### src/inc/idw_pkg.sv
// Constants and helpers for the identify word generator (words 63-85).
// Assumes a single clock domain and a plain strobe register port.
package idw_pkg;
	// ****************************************
	// Register port
	// ****************************************
	localparam int IDW_AW = 8;
	localparam int IDW_DW = 32;
	localparam logic [7:0] IDW_REG_CTRL = 8'h00;
	localparam logic [7:0] IDW_REG_STAT = 8'h04;
	localparam int IDW_CTRL_MODE_LSB = 0;
	localparam int IDW_CTRL_EN_LSB = 2;
	localparam logic [1:0] IDW_MODE_RST = 2'h0;
	localparam logic [5:0] IDW_EN_RST = 6'h00;
	localparam int IDW_STAT_ACT = 0;
	localparam int IDW_STAT_MODE_LSB = 4;
	localparam int IDW_STAT_EN_LSB = 8;
	localparam int IDW_STAT_CNT_LSB = 16;
	// Enable vector positions
	localparam int IDW_EN_SMART = 0;
	localparam int IDW_EN_SEC = 1;
	localparam int IDW_EN_WC = 2;
	localparam int IDW_EN_LA = 3;
	localparam int IDW_EN_REL = 4;
	localparam int IDW_EN_SRV = 5;
	localparam logic [5:0] IDW_EN_SUP = 6'h3f;
	localparam logic [1:0] IDW_MODE_MAX = 2'h2;
	localparam logic [8:0] IDW_WORDS = 9'h100;
	// ****************************************
	// Word numbers
	// ****************************************
	localparam logic [7:0] IDW_W_MDMA = 8'h3f;
	localparam logic [7:0] IDW_W_PIO = 8'h40;
	localparam logic [7:0] IDW_W_MDMA_MIN = 8'h41;
	localparam logic [7:0] IDW_W_MDMA_REC = 8'h42;
	localparam logic [7:0] IDW_W_PIO_NFC = 8'h43;
	localparam logic [7:0] IDW_W_PIO_FC = 8'h44;
	localparam logic [7:0] IDW_W_PKT_LAT = 8'h47;
	localparam logic [7:0] IDW_W_SRV_LAT = 8'h48;
	localparam logic [7:0] IDW_W_QDEPTH = 8'h4b;
	localparam logic [7:0] IDW_W_MAJOR = 8'h50;
	localparam logic [7:0] IDW_W_MINOR = 8'h51;
	localparam logic [7:0] IDW_W_SUP = 8'h52;
	localparam logic [7:0] IDW_W_SUP2 = 8'h53;
	localparam logic [7:0] IDW_W_EXT = 8'h54;
	localparam logic [7:0] IDW_W_ENA = 8'h55;
	// ****************************************
	// Fixed word contents
	// ****************************************
	localparam logic [2:0] IDW_MDMA_SUP = 3'h7;
	localparam logic [7:0] IDW_PIO_ADV = 8'h03;
	localparam logic [15:0] IDW_T_MDMA_MIN = 16'h0078;
	localparam logic [15:0] IDW_T_MDMA_REC = 16'h0078;
	localparam logic [15:0] IDW_T_PIO_NFC = 16'h00f0;
	localparam logic [15:0] IDW_T_PIO_FC = 16'h0078;
	localparam logic [15:0] IDW_T_PKT_LAT = 16'h0064;
	localparam logic [15:0] IDW_T_SRV_LAT = 16'h0064;
	localparam logic [4:0] IDW_QDEPTH = 5'h01;
	localparam logic [15:0] IDW_MAJOR = 16'h001e;
	localparam logic [15:0] IDW_MINOR = 16'h0017;
	localparam logic [15:0] IDW_SUP = 16'h77ff;
	localparam logic [15:0] IDW_SUP2 = 16'h4011;
	localparam logic [15:0] IDW_EXT = 16'h4000;
	localparam logic [15:0] IDW_ENA_COPY = 16'h761c;
	localparam logic [15:0] IDW_W_NONE = 16'h0000;
	localparam logic [15:0] IDW_W_ALL = 16'hffff;

	function automatic logic [2:0] idw_mode_bits(input logic [1:0] m);
		case (m)
			2'h0: idw_mode_bits = 3'h1;
			2'h1: idw_mode_bits = 3'h2;
			2'h2: idw_mode_bits = 3'h4;
			default: idw_mode_bits = 3'h0;
		endcase
	endfunction
endpackage

### src/inc/idw_word_if.sv
// Snapshot and word index between the sequencer and the word encoder.
// Assumes both ends sit on the same clock.
`timescale 1ns/10ps
interface idw_word_if;
	logic [1:0] mode;
	logic [5:0] en;
	logic [7:0] idx;
	logic [15:0] word;
	modport src (output mode, output en, output idx, input word);
	modport enc (input mode, input en, input idx, output word);
endinterface

### src/rtl/idw_word_enc.sv
// Combinational builder of identify words 63-85 from a state snapshot.
// Assumes the snapshot is held steady by the sequencer.
`timescale 1ns/10ps
module idw_word_enc
	import idw_pkg::*;
(
	idw_word_if.enc wi
);
	always_comb begin
		wi.word = IDW_W_NONE;
		case (wi.idx)
			IDW_W_MDMA: begin
				wi.word[10:8] = idw_mode_bits(wi.mode);
				wi.word[2:0] = IDW_MDMA_SUP;
			end
			IDW_W_PIO: wi.word[7:0] = IDW_PIO_ADV;
			IDW_W_MDMA_MIN: wi.word = IDW_T_MDMA_MIN;
			IDW_W_MDMA_REC: wi.word = IDW_T_MDMA_REC;
			IDW_W_PIO_NFC: wi.word = IDW_T_PIO_NFC;
			IDW_W_PIO_FC: wi.word = IDW_T_PIO_FC;
			IDW_W_PKT_LAT: wi.word = IDW_T_PKT_LAT;
			IDW_W_SRV_LAT: wi.word = IDW_T_SRV_LAT;
			IDW_W_QDEPTH: wi.word[4:0] = IDW_QDEPTH;
			IDW_W_MAJOR: wi.word = IDW_MAJOR;
			IDW_W_MINOR: wi.word = IDW_MINOR;
			IDW_W_SUP: wi.word = IDW_SUP;
			IDW_W_SUP2: wi.word = IDW_SUP2;
			IDW_W_EXT: wi.word = IDW_EXT;
			IDW_W_ENA: begin
				wi.word = IDW_SUP & IDW_ENA_COPY;
				wi.word[8] = wi.en[IDW_EN_SRV];
				wi.word[7] = wi.en[IDW_EN_REL];
				wi.word[6] = wi.en[IDW_EN_LA];
				wi.word[5] = wi.en[IDW_EN_WC];
				wi.word[1] = wi.en[IDW_EN_SEC];
				wi.word[0] = wi.en[IDW_EN_SMART];
			end
			// Reserved words and those outside this block
			default: wi.word = IDW_W_NONE;
		endcase
	end
endmodule // idw_word_enc

### src/rtl/idw_identify.sv
// Identify data generator for words 63-85 of a packet device.
// Assumes start, request and index come from logic on clk.
// Summary of operation
// Word 63 bits 10-8 one-hot show the selected multiword DMA mode.
// Word 63 bits 2-0 fixed support flags; bits 15-11 and 7-3 zero.
// Word 64 low byte fixed advanced PIO modes, high byte zero.
// Word 65 fixed minimum multiword DMA cycle time in ns.
// Word 66 fixed recommended multiword DMA cycle time in ns.
// Word 67 fixed minimum PIO cycle time without flow control.
// Word 68 fixed minimum PIO cycle time with IORDY flow control.
// Word 71 fixed packet-to-release latency; words 69-70 zero.
// Word 72 fixed service-to-BSY-clear latency; words 73-74 zero.
// Word 75 bits 4-0 queue depth; rest and words 76-79 zero.
// Word 80 flags supported major versions; bits 15-5 and 0 zero.
// Word 81 fixed minor version code, never 0000h or FFFFh.
// Words 82 and 83 never both read 0000h or FFFFh.
// Word 82 flags fixed command and feature set support.
// Word 82 flags service, release, look-ahead; bits 15, 11 zero.
// Word 83 bit 15 zero, bit 14 one, other reserved bits zero.
// Word 83 bit 4 status notification, bit 0 microcode download.
// Word 84 is bit 14 one, all else zero.
// Word 85 shows enabled features and follows device state.
// Word 85 bits 8-5 show live service, release, look-ahead, cache.
// Word 85 bits 1-0 security and SMART enable; others copy word 82.
// Reserved words and bits read zero.
// Word bit 15 on data line 15, bit 0 on line 0.
// Variable words come from current state at each transfer.
// Live state is sampled once at transfer start.
//
// The strobed register port and the register offsets were left to the implementer.
`timescale 1ns/10ps
module idw_identify
	import idw_pkg::*;
(
	input wire logic clk,
	input wire logic reset,
	input wire logic [IDW_AW-1:0] reg_addr,
	input wire logic [IDW_DW-1:0] reg_wdata,
	input wire logic reg_wr,
	input wire logic reg_rd,
	output logic [IDW_DW-1:0] reg_rdata,
	input wire logic xfer_start,
	input wire logic word_req,
	input wire logic [7:0] word_idx,
	output logic word_valid,
	output logic [15:0] word_data,
	output logic xfer_active
);
	typedef enum logic {
		IDW_IDLE = 1'b0,
		IDW_SERVE = 1'b1
	} idw_state_e;

	idw_state_e state_reg;
	idw_state_e state_next;
	logic [1:0] mode_reg;
	logic [5:0] en_reg;
	logic [1:0] snap_mode_reg;
	logic [5:0] snap_en_reg;
	logic [8:0] cnt_reg;
	logic [7:0] idx_reg;
	logic word_valid_reg;
	logic [15:0] word_data_reg;
	logic [IDW_DW-1:0] rdata_reg;
	logic [IDW_DW-1:0] stat;
	logic [1:0] wr_mode;
	logic take;
	logic last;

	idw_word_if wi ();

	// ****************************************
	// Control register
	// ****************************************
	assign wr_mode = reg_wdata[IDW_CTRL_MODE_LSB +: 2];

	always_ff @(posedge clk or posedge reset) begin
		if (reset) begin
			mode_reg <= IDW_MODE_RST;
		end else if (reg_wr && reg_addr == IDW_REG_CTRL) begin
			// Unsupported modes keep the old selection
			if (wr_mode <= IDW_MODE_MAX) begin
				mode_reg <= wr_mode;
			end
		end
	end

	always_ff @(posedge clk or posedge reset) begin
		if (reset) begin
			en_reg <= IDW_EN_RST;
		end else if (reg_wr && reg_addr == IDW_REG_CTRL) begin
			en_reg <= reg_wdata[IDW_CTRL_EN_LSB +: 6] & IDW_EN_SUP;
		end
	end

	// ****************************************
	// Transfer sequencer
	// ****************************************
	assign take = word_req && state_reg == IDW_SERVE;
	assign last = cnt_reg == IDW_WORDS - 9'h001;

	always_comb begin
		state_next = state_reg;
		case (state_reg)
			IDW_IDLE: begin
				if (xfer_start) begin
					state_next = IDW_SERVE;
				end
			end
			IDW_SERVE: begin
				if (xfer_start) begin
					state_next = IDW_SERVE;
				end else if (take && last) begin
					state_next = IDW_IDLE;
				end
			end
			default: state_next = IDW_IDLE;
		endcase
	end

	always_ff @(posedge clk or posedge reset) begin
		if (reset) begin
			state_reg <= IDW_IDLE;
		end else begin
			state_reg <= state_next;
		end
	end

	// One coherent view of live state per block
	always_ff @(posedge clk or posedge reset) begin
		if (reset) begin
			snap_mode_reg <= IDW_MODE_RST;
			snap_en_reg <= IDW_EN_RST;
		end else if (xfer_start) begin
			snap_mode_reg <= mode_reg;
			snap_en_reg <= en_reg;
		end
	end

	always_ff @(posedge clk or posedge reset) begin
		if (reset) begin
			cnt_reg <= 9'h000;
		end else if (xfer_start) begin
			cnt_reg <= 9'h000;
		end else if (take) begin
			cnt_reg <= cnt_reg + 9'h001;
		end
	end

	// ****************************************
	// Word path
	// ****************************************
	assign wi.mode = snap_mode_reg;
	assign wi.en = snap_en_reg;
	assign wi.idx = word_idx;

	idw_word_enc u_enc (
		.wi(wi)
	);

	always_ff @(posedge clk or posedge reset) begin
		if (reset) begin
			word_valid_reg <= 1'b0;
		end else begin
			word_valid_reg <= take && !xfer_start;
		end
	end

	always_ff @(posedge clk or posedge reset) begin
		if (reset) begin
			word_data_reg <= IDW_W_NONE;
			idx_reg <= 8'h00;
		end else if (take && !xfer_start) begin
			word_data_reg <= wi.word;
			idx_reg <= word_idx;
		end
	end

	assign word_valid = word_valid_reg;
	assign word_data = word_data_reg;
	assign xfer_active = state_reg == IDW_SERVE;

	// ****************************************
	// Register read port
	// ****************************************
	always_comb begin
		stat = '0;
		stat[IDW_STAT_ACT] = state_reg == IDW_SERVE;
		stat[IDW_STAT_MODE_LSB +: 2] = snap_mode_reg;
		stat[IDW_STAT_EN_LSB +: 6] = snap_en_reg;
		stat[IDW_STAT_CNT_LSB +: 9] = cnt_reg;
	end

	always_ff @(posedge clk or posedge reset) begin
		if (reset) begin
			rdata_reg <= '0;
		end else if (reg_rd) begin
			case (reg_addr)
				IDW_REG_CTRL: begin
					rdata_reg <= '0;
					rdata_reg[IDW_CTRL_MODE_LSB +: 2] <= mode_reg;
					rdata_reg[IDW_CTRL_EN_LSB +: 6] <= en_reg;
				end
				IDW_REG_STAT: rdata_reg <= stat;
				default: rdata_reg <= '0;
			endcase
		end else begin
			rdata_reg <= '0;
		end
	end

	assign reg_rdata = rdata_reg;
endmodule // idw_identify

### config.mk
export PLATFORM = sky130hd
export DESIGN_NAME = idw_identify
export DESIGN_NICKNAME = d
export VERILOG_FILES = /design/src/inc/idw_pkg.sv /design/src/inc/idw_word_if.sv /design/src/rtl/idw_word_enc.sv /design/src/rtl/idw_identify.sv
export SDC_FILE = /design/constraint.sdc
export NUM_CORES = 1
export LEC_CHECK = 0
export ABC_AREA = 1
export BUFFER_PORTS_ARGS = -buffer_cell sky130_fd_sc_hd__buf_2
export CORE_MARGIN = 4
export CORE_UTILIZATION = 30
export CTS_BUF_LIST = sky130_fd_sc_hd__clkbuf_16
export CTS_CLUSTER_SIZE = 24
export DETAILED_ROUTE_END_ITERATION = 6
export GPL_TIMING_DRIVEN = 0
export MAX_ROUTING_LAYER = met4
export PLACE_DENSITY_LB_ADDON = 0.05
export SLEW_MARGIN = 20
export SYNTH_ARGS = -nofsm -noshare
export SYNTH_HDL_FRONTEND = slang
export SYNTH_SLANG_ARGS = --single-unit
### constraint.sdc
create_clock -name clk -period 2.2 [get_ports clk]
set_clock_uncertainty 0.15 [all_clocks]
set_input_delay 0.22 -clock clk [delete_from_list [all_inputs] [get_ports clk]]
set_output_delay 0.22 -clock clk [all_outputs]
set_load 0.005 [all_outputs]
==> reports/metrics.cfg, run 1 <==
[critical_path]
r2r_start=cnt_reg[0]$_DFFE_PP0P_
crit_type=flop to flop
crit_required_ns=2.25
cp_max_fo=5
arrival_ns=1.66
worstSetupEndpointType=flop
setup.worst_path.start=cnt_reg[0]$_DFFE_PP0P_
critPathLaunchType=flop

[yosys]
synth-main-ff-cell=dfrtp_1
synth_area_leaders=dfrtp_1, nand2_1, nor2_1, inv_1, o21ai_0
synth_common_cells=nand2_1, dfrtp_1, nor2_1
netlist_area_um2=2880
yosysSeqAreaShare=0.548
yosys_warnings=0
yosysMostFrequentCell=nand2_1
yosysTopAreaCellShare=0.548
synth_cell_type_count=30
netlist_instances=339
synth-seq-cells=63
synth_edf_count=0
syn-mean-instance-area_um2=8.48
async_flop_share=1.00
yosysTopAreaCell=dfrtp_1

[pwr]
p_leak_nw=2.10
power_density_nw_per_um2=732
ir_drop_v=0.000371

[finish]
seq_area_um2=1580
nNetsFinal=491
fin_util=0.408
area_growth_pct=31.6
diodes=0
nFillCells=1008
drive_gt1_frac=0.267
largest_reg_flops=23
multi_input_area_um2=1020

[route]
vias=2388
finalWirelength_mm=6.81
ant_nets=0
avgViaCountPerCell=4.20
route.detailed.drc=0
avgRoutedWirePerCell_um=12.0
drt-pass1-iter-count=4
first_iter_violations=66

[clock_tree]
numCtsBuffers=9
cts_buffer_depth=2
path_clk_slew_ns=0.05
htreeDepth=3
cts_setup_buffers=0
cts_resized=0
cts_tree=done
insertion_delay_ns=0.32
cts.hold.buffers_added=6
cts-root-buf=clkbuf_16
clkSinkCount=63

[die]
die_area_um2=11200
coreArea_um2=9280
rows=35
io_pins=104
die_w_um=106
start_util=0.310
fp.dieH_um=106

[timing]
setup_viol=0
fmax_mhz=621
hold_violations=0
finalMaxSlewViolations=0
hold_slack_ns=0.00859
period_needed_ns=1.61
timing.setup.tns_ns=0
rsz0062_at_grt=false
timing.final.crit_share=0.732

[global_route]
grt-ovfl-total=0
grt_pass1_wl_mm=11.5
grtUsageTotal=0.132
first_global_vias=2346
antenna_found_initial=0
grt_max_degree=46

[run]
maxCapViolations=0

[placement]
gp_congestion=0.735
port_buffers=68
hpwl_mm=5.17

[min_path]
min_from=word_req
hold_path.class=primary input to flop

[outcome]
status=completed

## stage by stage
step / cells / power [W] / cell area (µm²) / setup WS (ns)
floorplan: 349 / 0.00136 / 2910 / 0.260
global placement: 546 / 0.00145 / 3410 / -0.699
detailed placement: 547 / 0.00146 / 3440 / 0.580
CTS: 568 / 0.00282 / 3780 / 0.575
global route: 568 / 0.00291 / 3780 / 0.455
finish: 568 / 0.00277 / 3780 / 0.590
## layer usage
layer	global-route usage	share of wire
met5	-	0
met4	0.0444	0.013
met3	0.0328	0.053
met2	0.201	0.46
met1	0.173	0.48
## logic make-up after synthesis
kind of cell | synth area share
simple gates | 0.255
buf+inv | 0.110
flops | 0.548
compound gates | 0.0766
fa+ha+maj | 0.00870
other cells | 0.00130
## power breakdown
part	total [W]	switching [W]	internal, W
Combinational	0.000223	0.000130	0.0000927
Sequential	0.00122	0.0000213	0.00120
Clock	0.00133	0.000474	0.000854
Total	0.00277	0.000625	0.00214
## layout by cell type, fill, tap and decap left out, types with 3 or more instances in the layout
| cell | synthesis | layout |
|---|---|---|
| inv_1 | 47 | 47 |
| a21oi_1 | 12 | 12 |
| nand2_1 | 69 | 69 |
| conb_1 | 1 | 11 |
| buf_2 | 3 | 71 |
| dlygate4sd3_1 | 0 | 6 |
| nor2_2 | 3 | 3 |
| buf_4 | 12 | 12 |
| nor2_1 | 53 | 53 |
| dfrtp_1 | 63 | 63 |
| nand2_2 | 5 | 5 |
| o21ai_0 | 19 | 19 |
| clkbuf_16 | 0 | 9 |
| nand4_1 | 7 | 7 |
| o22ai_1 | 3 | 3 |
| nor3_1 | 6 | 6 |
| nand3_1 | 16 | 16 |
## critical path, cell delays in order (launching register included)
cell	delay (ns)
dfrtp_1	0.41
ha_1	0.20
inv_1	0.05
nor3_1	0.29
nand4_1	0.16
o21ai_0	0.17
a21oi_1	0.06
## worst paths after layout
check,to,slack (ns),cells past startpoint
hold reg to reg,word_data[0]$_DFFE_PP0P_,0.33,2
hold / removal,xfer_active$_DFF_PP0_,0.009,4
min in group asynchronous,reg_rdata[2]$_DFF_PP0_,0.24,3
setup / recovery,cnt_reg[6]$_DFFE_PP0P_,0.59,6
setup reg to reg,cnt_reg[6]$_DFFE_PP0P_,0.59,6
max in group asynchronous,reg_rdata[24]$_DFF_PP0_,1.15,4
## area by class of cell
| cell class | instances | share of cell area |
|---|---|---|
| flip-flops and latches | 63 | 0.417 |
| multi-input cells | 219 | 0.270 |
| repair buffers | 75 | 0.113 |
| clock buffers | 9 | 0.0595 |
| inverters | 49 | 0.0493 |
| well taps | 129 | 0.0427 |
| plain buffers | 18 | 0.0347 |
| clock inverters | 6 | 0.0142 |
No activity file was read; power rests on OpenSTA's default activity.
==> run 2: changes to the inputs <==
--- a/config.mk
+++ b/config.mk
@@ -5,7 +5,7 @@
 export SDC_FILE = /design/constraint.sdc
 export NUM_CORES = 1
 export LEC_CHECK = 0
-export ABC_AREA = 1
+export ABC_AREA = 0
 export BUFFER_PORTS_ARGS = -buffer_cell sky130_fd_sc_hd__buf_2
 export CORE_MARGIN = 4
 export CORE_UTILIZATION = 30
==> constraint.sdc (replaced) <==
create_clock -name clk -period 1.4 [get_ports clk]
set_clock_uncertainty 0.15 [all_clocks]
set_input_delay 0.14 -clock clk [delete_from_list [all_inputs] [get_ports clk]]
set_output_delay 0.14 -clock clk [all_outputs]
set_load 0.005 [all_outputs]
==> run 2 against run 1 <==
  * The flow now finishes with violations (negative setup slack)
  * Power increased by 58%
  * Core utilization increased by 5.7 points
  * Register-to-register slack got worse by 0.65 ns
  * Die area decreased by 1.9%
  * Synthesized area decreased by 2.1%
  * Cell count decreased by 12%
  * Sequential cell count unchanged
  * Sequential share of layout area decreased by 4.8 points
  * Non-clock buffer count increased by 30
  * Via count decreased by 3.2%
  * Clock power increased by 49%
  * Setup slack got worse by 0.66 ns
==> reports/metrics.cfg, run 2 <==
[critical_path]
worstSetupEndpointType=flop
cp_max_fo=5
crit_required_ns=1.46
critPathLaunchType=primary input
setup.worst_path.start=reg_addr[5]
r2r_start=xfer_active$_DFF_PP0_
crit_type=primary input to flop
arrival_ns=1.54

[timing]
fin_ws_ns=-0.0733
worst_slew_pin_slew_ns=0.530
setup_viol=18
fmax_mhz=679
slew_headroom=0.647
period_needed_ns=1.47
timing.final.crit_share=1.05
finalMaxSlewViolations=0
hold_violations=0
rsz0062_at_grt=true

[die]
die_w_um=105
die_area_um2=11000
fp.dieH_um=105
rows=35
io_pins=104
start_util=0.306
coreArea_um2=9200

[placement]
port_buffers=66
place_area_um2=3440
hpwl_mm=4.78
gp_congestion=0.761
dp_cells=451
pre_cts_ws_ns=-0.505

[yosys]
async_flop_share=1.00
yosysSeqAreaShare=0.560
synth_common_cells=dfrtp_1, nand2_1, nor2_1
yosysMostFrequentCell=dfrtp_1
synth_cell_type_count=43
synth_fa_ha_area_frac=0.00889
synth-seq-cells=63
yosys.area_share.xor_xnor=0.0280
yosys_warnings=0
synth_area_leaders=dfrtp_1, mux2_2, and2_1, nand2_1, buf_4
syn-mean-instance-area_um2=10.7
synth_edf_count=0
synth_mux_area_frac=0.0560
yosysTopAreaCellShare=0.560
synth_top_family_by_area=simple AND/OR/NAND/NOR gates
netlist_area_um2=2820
synth-simple-area-share=0.209
synth-compound-area-share=0.0804
synth-main-ff-cell=dfrtp_1
netlist_instances=262
yosysTopAreaCell=dfrtp_1

[finish]
diodes=0
fin_util=0.465
largest_reg_flops=23
area_growth_pct=51.9
mostFrequentLayoutCell=buf_2
seq_area_um2=1580
nNetsFinal=438
postLayoutCellArea_um2=4280
drive_gt1_frac=0.463
layout_common_cells=buf_2, dfrtp_1, nand2_1, buf_4, and2_1
final_cell_count_no_fill=498
nFillCells=891
multi_input_area_um2=1370

[global_route]
antenna_found_initial=0
grt_most_used_layer=met2
first_global_vias=2395
grt_max_degree=31
grt_pass1_wl_mm=12.1
met3_usage=0.0469
met2_usage=0.211
grt_util_met1=0.186
grt-ovfl-total=0
grtUsageTotal=0.143

[clock_tree]
numCtsBuffers=9
path_clk_slew_ns=0.06
cts_buffer_depth=2
clkSinkCount=63
htreeDepth=3
cts_tree=done
cts-root-buf=clkbuf_16
insertion_delay_ns=0.32

[route]
drt-pass1-iter-count=4
first_iter_violations=46
avgRoutedWirePerCell_um=14.6
ant_nets=0
route.detailed.drc=0
vias=2311
avgViaCountPerCell=4.64
finalWirelength_mm=7.28

[pwr]
ir_drop_v=0.000629
p_leak_nw=2.15
power_density_nw_per_um2=1020
finalPower_w=0.00437

[min_path]
hold_path.class=primary input to flop
min_from=word_idx[5]

[run]
maxCapViolations=0

[outcome]
status=finished, violations left
violations=negative setup slack

-- run 2: final cells by class --
cell class / count / area share
Buffer: 22 / 0.0415
Clock buffer: 9 / 0.0527
Clock inverter: 7 / 0.00965
Inverter: 3 / 0.00527
Multi-Input combinational cell: 182 / 0.321
Sequential cell: 63 / 0.369
Tap cell: 111 / 0.0325
Timing Repair Buffer: 101 / 0.169
-- run 2: final timing paths --
kind	to	depth (start not counted)	slack [ns]
setup / recovery	en_reg[0]$_DFFE_PP0P_	6	-0.07
hold / removal	word_data[0]$_DFFE_PP0P_	4	0.04
setup reg to reg	cnt_reg[5]$_DFFE_PP0P_	4	-0.06
hold reg to reg	word_data[7]$_DFFE_PP0P_	2	0.31
max in group asynchronous	reg_rdata[8]$_DFF_PP0_	5	0.27
min in group asynchronous	word_data[2]$_DFFE_PP0P_	3	0.19
-- run 2: metal layers --
metal | vias up | share of wire | routed length, µm
met2 | 62 | 0.47 | 3430
met3 | 11 | 0.049 | 357
met5 | - | 0 | 0
met1 | 1112 | 0.47 | 3390
li1 | 1126 | - | -
met4 | 0 | 0.014 | 102
-- run 2: timing repair --
action / 4_1_cts / 5_1_grt
pin swaps: 12 / 14
hold buffers: 11 / 0
setup buffers: 15 / 5
gates cloned: 3 / 0
setup endpoints to repair: 37 / 52
hold endpoints to repair: 54 / 0
gates resized for setup: 44 / 23
-- run 2: where the power goes --
part	leakage [nW]	switching (W)	internal, W
Combinational	1.16	0.000224	0.000234
Sequential	0.857	0.0000516	0.00188
Clock	0.130	0.000804	0.00118
-- run 2: critical path: stages --
cell	delay, ns
buf_6	0.09
or4_4	0.53
nor4_4	0.19
buf_6	0.18
nand3b_4	0.12
mux2_2	0.29
-- run 2: per-stage QoR --
stage,TNS [ns],hold WS [ns]
2_1_floorplan,-5.38,0.115
3_3_place_gp,-23.23,0.223
3_5_place_dp,-17.46,-0.0105
4_1_cts,-1.33,0.0192
5_1_grt,-1.93,0.0487
6_report,-0.794,0.0405
-- run 2: logic make-up after synthesis --
family,after synthesis
flops,63
buf+inv,28
fa+ha+maj,2
simple gates,110
compound gates,35
mux,14
other cells,1
xor+xnor,9
